## src/cirq_consts.svh

```systemverilog
// Constants for the coprocessor raw status and software interrupt block
`ifndef CIRQ_CONSTS_SVH
`define CIRQ_CONSTS_SVH

`define CIRQ_OFS_RAW0       32'h1014_0804
`define CIRQ_OFS_RAW1       32'h1014_0808
`define CIRQ_OFS_SET0       32'h1014_080c
`define CIRQ_OFS_SET1       32'h1014_0810
`define CIRQ_OFS_CLR0       32'h1014_0814
`define CIRQ_OFS_CLR1       32'h1014_0818

`define CIRQ_RST_VAL        32'h0000_0000
`define CIRQ_ZERO_WORD      32'h0000_0000
`define CIRQ_SRC_COUNT      64
`define CIRQ_VEC_SLOTS      16

`define CIRQ_G0_RSV_MASK    32'h10dc_4400
`define CIRQ_G1_RSV_MASK    32'h7f00_0000
`define CIRQ_G1_RSV_BITS    7'h00
`define CIRQ_G0_PIN_W       30
`define CIRQ_G1_PIN_W       25
`define CIRQ_RAW_LAT        3

`define CIRQ_B0_ADC         31
`define CIRQ_B0_ENCODER     30
`define CIRQ_B0_PWM         29
`define CIRQ_B0_DMA         27
`define CIRQ_B0_SYS_ERR     26
`define CIRQ_B0_PHY         25
`define CIRQ_B0_HOST_SOFT   24
`define CIRQ_B0_MOTION      21
`define CIRQ_B0_COMM        17
`define CIRQ_B0_GPIO        16
`define CIRQ_B0_HOST_IF     15
`define CIRQ_B0_I2C         13
`define CIRQ_B0_SPI         12
`define CIRQ_B0_USB         11
`define CIRQ_B0_UART1       9
`define CIRQ_B0_UART0       8
`define CIRQ_B0_WDOG        7
`define CIRQ_B0_EXT7        6
`define CIRQ_B0_SYSTIME     5
`define CIRQ_B0_TIMER2      4
`define CIRQ_B0_GPTIMER     3
`define CIRQ_B0_TIMER1      2
`define CIRQ_B0_TIMER0      1
`define CIRQ_B0_PURE_SOFT   0
`define CIRQ_B1_FAULT       31

`define CIRQ_MOTION_HI      15
`define CIRQ_MOTION_LO      12
`define CIRQ_COMM_HI        11
`define CIRQ_COMM_LO        0

`endif

```

## src/cirq_pkg.sv

```systemverilog
// Types shared by the coprocessor raw and software interrupt block
package cirq_pkg;
  typedef logic [31:0] cirq_word_t;
  typedef enum {
    CIRQ_REG_NONE,
    CIRQ_REG_RAW0,
    CIRQ_REG_RAW1,
    CIRQ_REG_SET0,
    CIRQ_REG_SET1,
    CIRQ_REG_CLR0,
    CIRQ_REG_CLR1
  } cirq_reg_t;
endpackage

```

## src/cirq_soft_if.sv

```systemverilog
// Set, clear and state lines between the register front end and one software bank
interface cirq_soft_if;
  import cirq_pkg::*;
  cirq_word_t setMask;
  cirq_word_t clrMask;
  cirq_word_t softState;
  modport ctrl (output setMask, output clrMask, input softState);
  modport bank (input setMask, input clrMask, output softState);
endinterface

```

## src/cirq_sync_bank.sv

```systemverilog
// Two-flop synchronisers for interrupt lines from other clock domains
module cirq_sync_bank
  import cirq_pkg::*;
#(
  parameter int WIDTH = 1
) (
  input  wire logic             core_clk,
  input  wire logic             rst,
  input  wire logic [WIDTH-1:0] asyncIn,
  output logic      [WIDTH-1:0] syncOut
);
  logic [WIDTH-1:0] stage1_r;
  logic [WIDTH-1:0] stage2_r;

  genvar i;
  generate
    for (i = 0; i < WIDTH; i++) begin : g_bit
      always_ff @(posedge core_clk) begin
        if (rst) begin
          stage1_r[i] <= 1'b0;
          stage2_r[i] <= 1'b0;
        end else begin
          stage1_r[i] <= asyncIn[i];
          stage2_r[i] <= stage1_r[i];
        end
      end
    end
  endgenerate

  assign syncOut = stage2_r;
endmodule

```

## src/cirq_soft_bank.sv

```systemverilog
// One group of 32 software interrupt bits with write-one set and clear
`include "cirq_consts.svh"
module cirq_soft_bank
  import cirq_pkg::*;
(
  input wire logic core_clk,
  input wire logic rst,
  cirq_soft_if.bank port
);
  cirq_word_t soft_r;
  cirq_word_t soft_nxt;

  // Zero bits in either mask leave the bit alone; set wins over clear
  always_comb begin
    soft_nxt = (soft_r & ~port.clrMask) | port.setMask;
  end

  always_ff @(posedge core_clk) begin
    if (rst) begin
      soft_r <= `CIRQ_RST_VAL;
    end else begin
      soft_r <= soft_nxt;
    end
  end

  assign port.softState = soft_r;
endmodule

```

## src/cirq_top.sv

```systemverilog
// Raw interrupt status and software interrupt registers of the coprocessor controller
// Behaviour
// - Group one raw status mirrors its 25 synchronised source lines, bits 30..24 read zero; read only.
// - Writing one to a set register bit asserts that software bit.
// - Writing zero to set or clear register bits changes nothing.
// - Set and clear registers read back the current software bits.
// - Writing one to a clear register bit deasserts that software bit.
// - Group zero bits 31,30,29,27,26: ADC, encoder, PWM, DMA, system error.
// - Group zero bit 25 PHY; bit 24 host to coprocessor software interrupt.
// - Bit 21 is lines 15..12 combined; bit 17 is lines 11..0 combined.
// - Group zero bits 28,23,22,20,19,18,14,10 have no source, read zero.
// - Bit 16 ORs general inputs 0..6; bit 6 is external input 7.
// - Bit 15 host interface, 13 I2C, 12 both SPI, 11 USB.
// - Bits 9 and 8 are the UARTs; bit 7 the coprocessor watchdog.
// - Bit 5 seconds compare; bits 4, 2, 1 coprocessor timers 2, 1, 0.
// - Bit 3 ORs both general timers from the coprocessor pending register.
// - Group zero bit 0 is purely software, no hardware source.
// - Group one: ADCs, encoder events, capture units, encoder markers, PWM, SPI, general timers, GPIO, data fault.
// - Software bits are ORed with raw hardware sources before selection.
// - Sixty-four selectable sources are presented for the vector slots.
`include "cirq_consts.svh"
module cirq_top
  import cirq_pkg::*;
(
  input  wire logic        core_clk,
  input  wire logic        rst,
  input  wire logic [31:0] avs_address,
  input  wire logic        avs_read,
  input  wire logic        avs_write,
  input  wire logic [31:0] avs_writedata,
  input  wire logic [3:0]  avs_byteenable,
  output logic      [31:0] avs_readdata,
  output logic             avs_waitrequest,
  input  wire logic [1:0]  adcIrq,
  input  wire logic [1:0]  encoderEvent,
  input  wire logic [3:0]  captureUnit,
  input  wire logic [1:0]  encoderMarker,
  input  wire logic        mpwmFailure,
  input  wire logic [1:0]  pwmIrq,
  input  wire logic [1:0]  spiIrq,
  input  wire logic [1:0]  gpTimerPending,
  input  wire logic [6:0]  gpioIrq,
  input  wire logic        dataFaultA,
  input  wire logic        dmaIrq,
  input  wire logic        systemStateError,
  input  wire logic        phyIrq,
  input  wire logic [15:0] commProcIrqLines,
  input  wire logic        hostIfaceIrq,
  input  wire logic        i2cIrq,
  input  wire logic        usbIrq,
  input  wire logic [1:0]  uartIrq,
  input  wire logic        coprocWatchdog,
  input  wire logic        extInput7Irq,
  input  wire logic        systimeSecIrq,
  input  wire logic [2:0]  coprocTimerIrq,
  output logic      [63:0] srcVec
);
  logic [`CIRQ_G1_PIN_W-1:0] pins1Sync;
  logic [`CIRQ_G0_PIN_W-1:0] pins0Sync;

  logic [1:0]  adcS;
  logic [1:0]  encS;
  logic [3:0]  capS;
  logic [1:0]  markerS;
  logic        mpwmFailS;
  logic [1:0]  pwmS;
  logic [1:0]  spiS;
  logic [1:0]  gptS;
  logic [6:0]  gpioS;
  logic        faultS;
  logic        dmaS;
  logic        sysErrS;
  logic        phyS;
  logic [15:0] commS;
  logic        hostIfS;
  logic        i2cS;
  logic        usbS;
  logic [1:0]  uartS;
  logic        wdogS;
  logic        ext7S;
  logic        systimeS;
  logic [2:0]  timerS;

  cirq_word_t  hw0Word;
  cirq_word_t  hw1Word;
  cirq_word_t  wMask;
  cirq_reg_t   regSel;
  logic        commit;

  cirq_word_t  raw0_r;
  cirq_word_t  raw0_nxt;
  cirq_word_t  raw1_r;
  cirq_word_t  raw1_nxt;
  logic [63:0] srcVec_r;
  logic [63:0] srcVec_nxt;
  cirq_word_t  readData_r;
  cirq_word_t  readData_nxt;
  logic        waitReq_r;
  logic        waitReq_nxt;

  cirq_soft_if soft0If ();
  cirq_soft_if soft1If ();

  // Source lines come from other clock domains, so every one is synchronised
  cirq_sync_bank #(
    .WIDTH (`CIRQ_G1_PIN_W)
  ) u_sync1 (
    .core_clk (core_clk),
    .rst      (rst),
    .asyncIn  ({dataFaultA, gpioIrq, gpTimerPending, spiIrq, mpwmFailure, pwmIrq,
                encoderMarker, captureUnit, encoderEvent, adcIrq}),
    .syncOut  (pins1Sync)
  );

  cirq_sync_bank #(
    .WIDTH (`CIRQ_G0_PIN_W)
  ) u_sync0 (
    .core_clk (core_clk),
    .rst      (rst),
    .asyncIn  ({dmaIrq, systemStateError, phyIrq, commProcIrqLines, hostIfaceIrq,
                i2cIrq, usbIrq, uartIrq, coprocWatchdog, extInput7Irq,
                systimeSecIrq, coprocTimerIrq}),
    .syncOut  (pins0Sync)
  );

  assign {faultS, gpioS, gptS, spiS, mpwmFailS, pwmS, markerS, capS, encS, adcS} =
    pins1Sync;
  assign {dmaS, sysErrS, phyS, commS, hostIfS, i2cS, usbS, uartS, wdogS, ext7S,
          systimeS, timerS} = pins0Sync;

  // Group one keeps the line order of its sources; the reserved field is tied low
  assign hw1Word = {faultS, `CIRQ_G1_RSV_BITS, gpioS, gptS, spiS, mpwmFailS, pwmS,
                    markerS, capS, encS, adcS};

  // Group zero merges several lines per bit; unlisted positions stay zero
  always_comb begin
    hw0Word = `CIRQ_ZERO_WORD;
    hw0Word[`CIRQ_B0_ADC]      = |adcS;
    hw0Word[`CIRQ_B0_ENCODER]  = |{encS, capS, markerS};
    hw0Word[`CIRQ_B0_PWM]      = |{pwmS, mpwmFailS};
    hw0Word[`CIRQ_B0_DMA]      = dmaS;
    hw0Word[`CIRQ_B0_SYS_ERR]  = sysErrS;
    hw0Word[`CIRQ_B0_PHY]      = phyS;
    // Host to coprocessor bit is left to software alone
    hw0Word[`CIRQ_B0_HOST_SOFT] = 1'b0;
    hw0Word[`CIRQ_B0_MOTION]   = |commS[`CIRQ_MOTION_HI:`CIRQ_MOTION_LO];
    hw0Word[`CIRQ_B0_COMM]     = |commS[`CIRQ_COMM_HI:`CIRQ_COMM_LO];
    hw0Word[`CIRQ_B0_GPIO]     = |gpioS;
    hw0Word[`CIRQ_B0_EXT7]     = ext7S;
    hw0Word[`CIRQ_B0_HOST_IF]  = hostIfS;
    hw0Word[`CIRQ_B0_I2C]      = i2cS;
    hw0Word[`CIRQ_B0_SPI]      = |spiS;
    hw0Word[`CIRQ_B0_USB]      = usbS;
    hw0Word[`CIRQ_B0_UART1]    = uartS[1];
    hw0Word[`CIRQ_B0_UART0]    = uartS[0];
    hw0Word[`CIRQ_B0_WDOG]     = wdogS;
    hw0Word[`CIRQ_B0_SYSTIME]  = systimeS;
    hw0Word[`CIRQ_B0_TIMER2]   = timerS[2];
    hw0Word[`CIRQ_B0_TIMER1]   = timerS[1];
    hw0Word[`CIRQ_B0_TIMER0]   = timerS[0];
    // Pending lines are the coprocessor's own copy, not the host's
    hw0Word[`CIRQ_B0_GPTIMER]  = |gptS;
  end

  // Address decode on full byte addresses
  always_comb begin
    unique case (avs_address)
      `CIRQ_OFS_RAW0: regSel = CIRQ_REG_RAW0;
      `CIRQ_OFS_RAW1: regSel = CIRQ_REG_RAW1;
      `CIRQ_OFS_SET0: regSel = CIRQ_REG_SET0;
      `CIRQ_OFS_SET1: regSel = CIRQ_REG_SET1;
      `CIRQ_OFS_CLR0: regSel = CIRQ_REG_CLR0;
      `CIRQ_OFS_CLR1: regSel = CIRQ_REG_CLR1;
      default:        regSel = CIRQ_REG_NONE;
    endcase
  end

  // Disabled byte lanes write zeros, which leave the software bits untouched
  assign wMask = avs_writedata & {{8{avs_byteenable[3]}}, {8{avs_byteenable[2]}},
                                  {8{avs_byteenable[1]}}, {8{avs_byteenable[0]}}};
  assign commit = avs_write && !waitReq_r;

  // Raw status ignores writes; only set and clear addresses reach the banks
  assign soft0If.setMask = (commit && regSel == CIRQ_REG_SET0) ? wMask
                                                                : `CIRQ_ZERO_WORD;
  assign soft1If.setMask = (commit && regSel == CIRQ_REG_SET1) ? wMask
                                                                : `CIRQ_ZERO_WORD;
  assign soft0If.clrMask = (commit && regSel == CIRQ_REG_CLR0) ? wMask
                                                                : `CIRQ_ZERO_WORD;
  assign soft1If.clrMask = (commit && regSel == CIRQ_REG_CLR1) ? wMask
                                                                : `CIRQ_ZERO_WORD;

  cirq_soft_bank u_soft0 (
    .core_clk (core_clk),
    .rst      (rst),
    .port     (soft0If.bank)
  );

  cirq_soft_bank u_soft1 (
    .core_clk (core_clk),
    .rst      (rst),
    .port     (soft1If.bank)
  );

  // One wait cycle per access gives the read mux a full clock
  always_comb begin
    waitReq_nxt  = 1'b1;
    readData_nxt = readData_r;
    if ((avs_read || avs_write) && waitReq_r) begin
      waitReq_nxt = 1'b0;
    end
    if (avs_read && waitReq_r) begin
      unique case (regSel)
        CIRQ_REG_RAW0: readData_nxt = raw0_r;
        CIRQ_REG_RAW1: readData_nxt = raw1_r;
        CIRQ_REG_SET0: readData_nxt = soft0If.softState;
        CIRQ_REG_CLR0: readData_nxt = soft0If.softState;
        CIRQ_REG_SET1: readData_nxt = soft1If.softState;
        CIRQ_REG_CLR1: readData_nxt = soft1If.softState;
        CIRQ_REG_NONE: readData_nxt = `CIRQ_ZERO_WORD;
      endcase
    end
  end

  always_ff @(posedge core_clk) begin
    if (rst) begin
      waitReq_r  <= 1'b1;
      readData_r <= `CIRQ_ZERO_WORD;
    end else begin
      waitReq_r  <= waitReq_nxt;
      readData_r <= readData_nxt;
    end
  end

  // Raw status and the combined source vector
  always_comb begin
    raw0_nxt   = hw0Word;
    raw1_nxt   = hw1Word;
    // Software bits join before selection so every source can be forced
    srcVec_nxt = {raw1_r | soft1If.softState, raw0_r | soft0If.softState};
  end

  always_ff @(posedge core_clk) begin
    if (rst) begin
      raw0_r   <= `CIRQ_RST_VAL;
      raw1_r   <= `CIRQ_RST_VAL;
      srcVec_r <= {`CIRQ_RST_VAL, `CIRQ_RST_VAL};
    end else begin
      raw0_r   <= raw0_nxt;
      raw1_r   <= raw1_nxt;
      srcVec_r <= srcVec_nxt;
    end
  end

  assign avs_readdata    = readData_r;
  assign avs_waitrequest = waitReq_r;
  assign srcVec          = srcVec_r;
endmodule

```

## config.mk

```make
export PLATFORM = sky130hd
export DESIGN_NAME = cirq_top
export DESIGN_NICKNAME = d
export VERILOG_FILES = /design/src/cirq_pkg.sv /design/src/cirq_soft_if.sv /design/src/cirq_sync_bank.sv /design/src/cirq_soft_bank.sv /design/src/cirq_top.sv
export VERILOG_INCLUDE_DIRS = /design/src
export SDC_FILE = /design/constraint.sdc
export NUM_CORES = 1
export LEC_CHECK = 0
export ABC_AREA = 1
export ABC_CLOCK_PERIOD_IN_PS = 4480
export BUFFER_PORTS_ARGS = -buffer_cell sky130_fd_sc_hd__buf_4
export CAP_MARGIN = 20
export CORE_AREA = 8 8 167 169
export CTS_CLUSTER_DIAMETER = 60
export CTS_CLUSTER_SIZE = 40
export DETAILED_ROUTE_END_ITERATION = 6
export DIE_AREA = 0 0 175 177
export PLACE_DENSITY_LB_ADDON = 0.2
export SLEW_MARGIN = 40
export SYNTH_ARGS = -nofsm -noshare
export SYNTH_HDL_FRONTEND = slang
export SYNTH_SLANG_ARGS = --single-unit
export TNS_END_PERCENT = 20
```

## constraint.sdc

```tcl
create_clock -name core_clk -period 4.48 [get_ports core_clk]
set_input_delay 0.896 -clock core_clk [delete_from_list [all_inputs] [get_ports core_clk]]
set_output_delay 0.896 -clock core_clk [all_outputs]
set_load 0.02 [all_outputs]
```

==> results_dict.tcl <==
set metrics [dict create \
    clock_latency_ns 0.52 \
    path_clk_slew_ns 0.11 \
    synth_nets 1575 \
    worst-setup-path-type "input port to register" \
    synth-xor-area-share 0 \
    synth_simple_gate_area_share 0.243 \
    p_switching_mw 1.27 \
    p_leak_nw 6.21 \
    fin_area_um2 13800 \
    core-area_um2 25500 \
    drc 0 \
    gp_congestion 0.811 \
    dieHeight_um 177 \
    ir_worst_vdd_mv 0.423 \
    p_clk_frac 0.385 \
    wire_per_inst_um 14.1 \
    fillers 2486 \
    area_growth_pct 23.9 \
    setup_viol_count_final 0 \
    synthCells 1448 \
    io_pins 224 \
    clock_skew_ns 0.0315 \
    synth_top_family_by_area "simple AND/OR/NAND/NOR gates" \
    place_hpwl_um 19100 \
    worst-path-max-fanout 29 \
    cts_resized 0 \
    cp_top_family "simple AND/OR/NAND/NOR gates" \
    slew-limit-headroom 0.474 \
    tightest_slew_ns 0.787 \
    cts.sinks 318 \
    nets 1764 \
    synth_edf_count 0 \
    ys_top_cells_by_count "318 x dfxtp_1, 299 x nor2_1, 253 x nand2_1" \
    grt_pass1_wl_um 44600 \
    cp_slowest_cell "nor2_4" \
    fmax_mhz 387 \
    fp.dieW_um 175 \
    grt_overflow 0 \
    fin_crit_sh 0.577 \
    cp_data_arrival_time_ns 3.04 \
    fp.dieArea_um2 31000 \
    cpMostUsedCell "nand2_1" \
    path_buf_inv 3 \
    first_iter_violations 562 \
    cts-root-buf "clkbuf_16" \
    grt_max_degree 84 \
    drv_slew 0 \
    diodes 0 \
    grt_antenna_before_repair 0 \
    synthFlopType "dfxtp_1" \
    setup-tns-final_ns 0 \
    timing.final.crit_period_ns 2.59 \
    cts_tree "done" \
    endpoint_kind "register" \
    postPlaceCellArea_um2 13100 \
    grt_pass1_vias 8609 \
    port_buffers 223 \
    cts_buffers 20 \
    via_count 9069 \
    initial_core_util 0.437 \
    yosys_register_bits 318 \
    synth.area.mux_share 0 \
    cts.htree.levels 1 \
    cp.required_ns 4.93 \
    synth_most_common_cell "dfxtp_1" \
    ys_seq_area_frac 0.572 \
    synth_compound_area_frac 0.0785 \
    rsz0062_at_grt "false" \
    yosysWarnings 0 \
    max_cap_violations 0 \
    swShare 0.241 \
    p_int_mw 3.99 \
    netlist_top_cells_area "dfxtp_1 57%, nor2_1 10%, nand2_1 8.5%" \
    yosysUniqueCellTypes 25 \
    cts_hold_buffers 0 \
    post_cts_buffers 0 \
    hold_viol 0 \
    drt_wl_total_um 28000 \
    synth_async_sr_flop_share 0 \
    syn_area_per_cell_um2 7.69 \
    grt_use_total 0.175 \
    yosys.area.top_type "dfxtp_1" \
    power_density_nw_per_um2 381 \
    rows 59 \
    cp_cell_sequence "buf_4 > nor2_1 > inv_1 > nor2_1 > nand2_1 > nor2_4 > nand2_2 > nand2_1 > buf_4 > nand2_1 > nand4_1 > nand2_1 > a21oi_1" \
    max_stage_delay_ns 0.63 \
    synthesis.area_um2 11100 \
    drive_gt1_frac 0.176 \
    routed_via_density 4.57 \
    first_pass_iters 5 \
    synth-adder-area-share 0 \
    seq_power_share 0.557 \
    synth_top_area_share 0.572 \
    status "finished, final reports clean" \
    cts_buffer_depth 3 \
    critPathLaunchType "input port" \
    hp-class "register to register" \
    postRouteAntennaNets 0 \
    p_comb_frac 0.058 \
]
## layout make-up
class / count / area [um2] / area share
Inverter: 225 / 845 / 0.0612
Clock inverter: 12 / 160 / 0.0116
Sequential cell: 318 / 6370 / 0.462
Timing Repair Buffer: 239 / 1870 / 0.135
Multi-Input combinational cell: 833 / 3580 / 0.260
Tap cell: 335 / 419 / 0.0304
Clock buffer: 23 / 553 / 0.0401
## final timing paths
path,startpoint,to,slack (ns),cells past startpoint
hold reg to reg,u_sync0.stage1_r[8],u_sync0.syncOut[8],0.36,2
hold / removal,u_sync0.stage1_r[8],u_sync0.syncOut[8],0.36,2
setup / recovery,avs_address[23],avs_readdata[5],1.89,13
setup reg to reg,avs_waitrequest,avs_readdata[24],2.27,8
## cell families (layout without fill, tap and decap cells)
kind of cell	after synthesis	after routing
buffers and inverters	297	499
AND/OR/NAND/NOR	661	661
flip-flops	318	318
AO/OA/AOI/OAI	172	172
## routing by layer
| layer | track usage | vias up | part of all wire |
|---|---|---|---|
| li1 | - | 4758 | - |
| met1 | 0.226 | 4016 | 0.45 |
| met2 | 0.291 | 264 | 0.47 |
| met3 | 0.0414 | 31 | 0.067 |
| met4 | 0.0449 | 0 | 0.019 |
| met5 | 0 | - | 0 |
## state kept, by name, indices dropped and copies added (netlist names)
name	count
u_sync1.syncOut	25
u_sync0.stage1_r	30
u_sync0.syncOut	30
avs_waitrequest	1
raw0_r	22
raw1_r	25
u_sync1.stage1_r	25
u_soft1.port.softState	32
srcVec	64
avs_readdata	32
u_soft0.port.softState	32
## stage by stage
step	std cells	util	hold slack (ns)	worst slack (ns)	power (mW)
floorplan	1448	-	0.388	2.36	3.14
global placement	1948	0.511	0.391	1.49	3.29
detailed placement	1950	0.514	0.392	1.42	3.30
CTS	1985	0.542	0.363	1.96	5.31
global route	1985	0.542	0.376	1.69	5.45
finish	1985	0.542	0.363	1.89	5.25
## cells in the final DEF, fill, tap and decap left out
master	Yosys	routed
dfxtp_1	318	318
nor2_1	299	299
nand2_1	253	252
buf_4	2	234
inv_1	223	223
a21oi_1	100	100
nand3_1	72	72
o21ai_0	67	67
clkbuf_16	0	21
nand4_1	17	17
nor4_1	7	7
nor2_2	6	6
inv_8	0	4
nand2_2	2	3
a31oi_1	2	2
nor2_4	2	2
inv_2	2	2
clkbuf_8	0	2
clkinvlp_4	0	2
buf_16	0	2
buf_12	0	2
a41oi_1	1	1
o211ai_1	1	1
nor4_4	1	1
and2_1	1	1
nor3_4	1	1
a21oi_4	0	1
clkinv_4	0	1
inv_12	0	1
inv_16	0	1
inv_6	0	1
clkinv_8	0	1
clkinv_16	0	1
buf_8	0	1
## worst register-to-register path: stages, from the launching register on
cell and delay, ns:
dfxtp_1 0.54, nand2_2 0.07, buf_4 0.27, inv_1 0.54
buf_4 0.38, nand2_1 0.09, inv_1 0.07, nand2_1 0.06
a21oi_1 0.13
## power groups by stage
stage               logic [mW]  clock network, mW  registers, mW
floorplan                0.141                  0           2.99
global placement         0.305                  0           2.99
detailed placement       0.310                  0           2.99
CTS                      0.311               2.07           2.92
global route             0.342               2.17           2.93
finish                   0.306               2.02           2.92
Note: power is estimated with default switching activity, not from simulation.
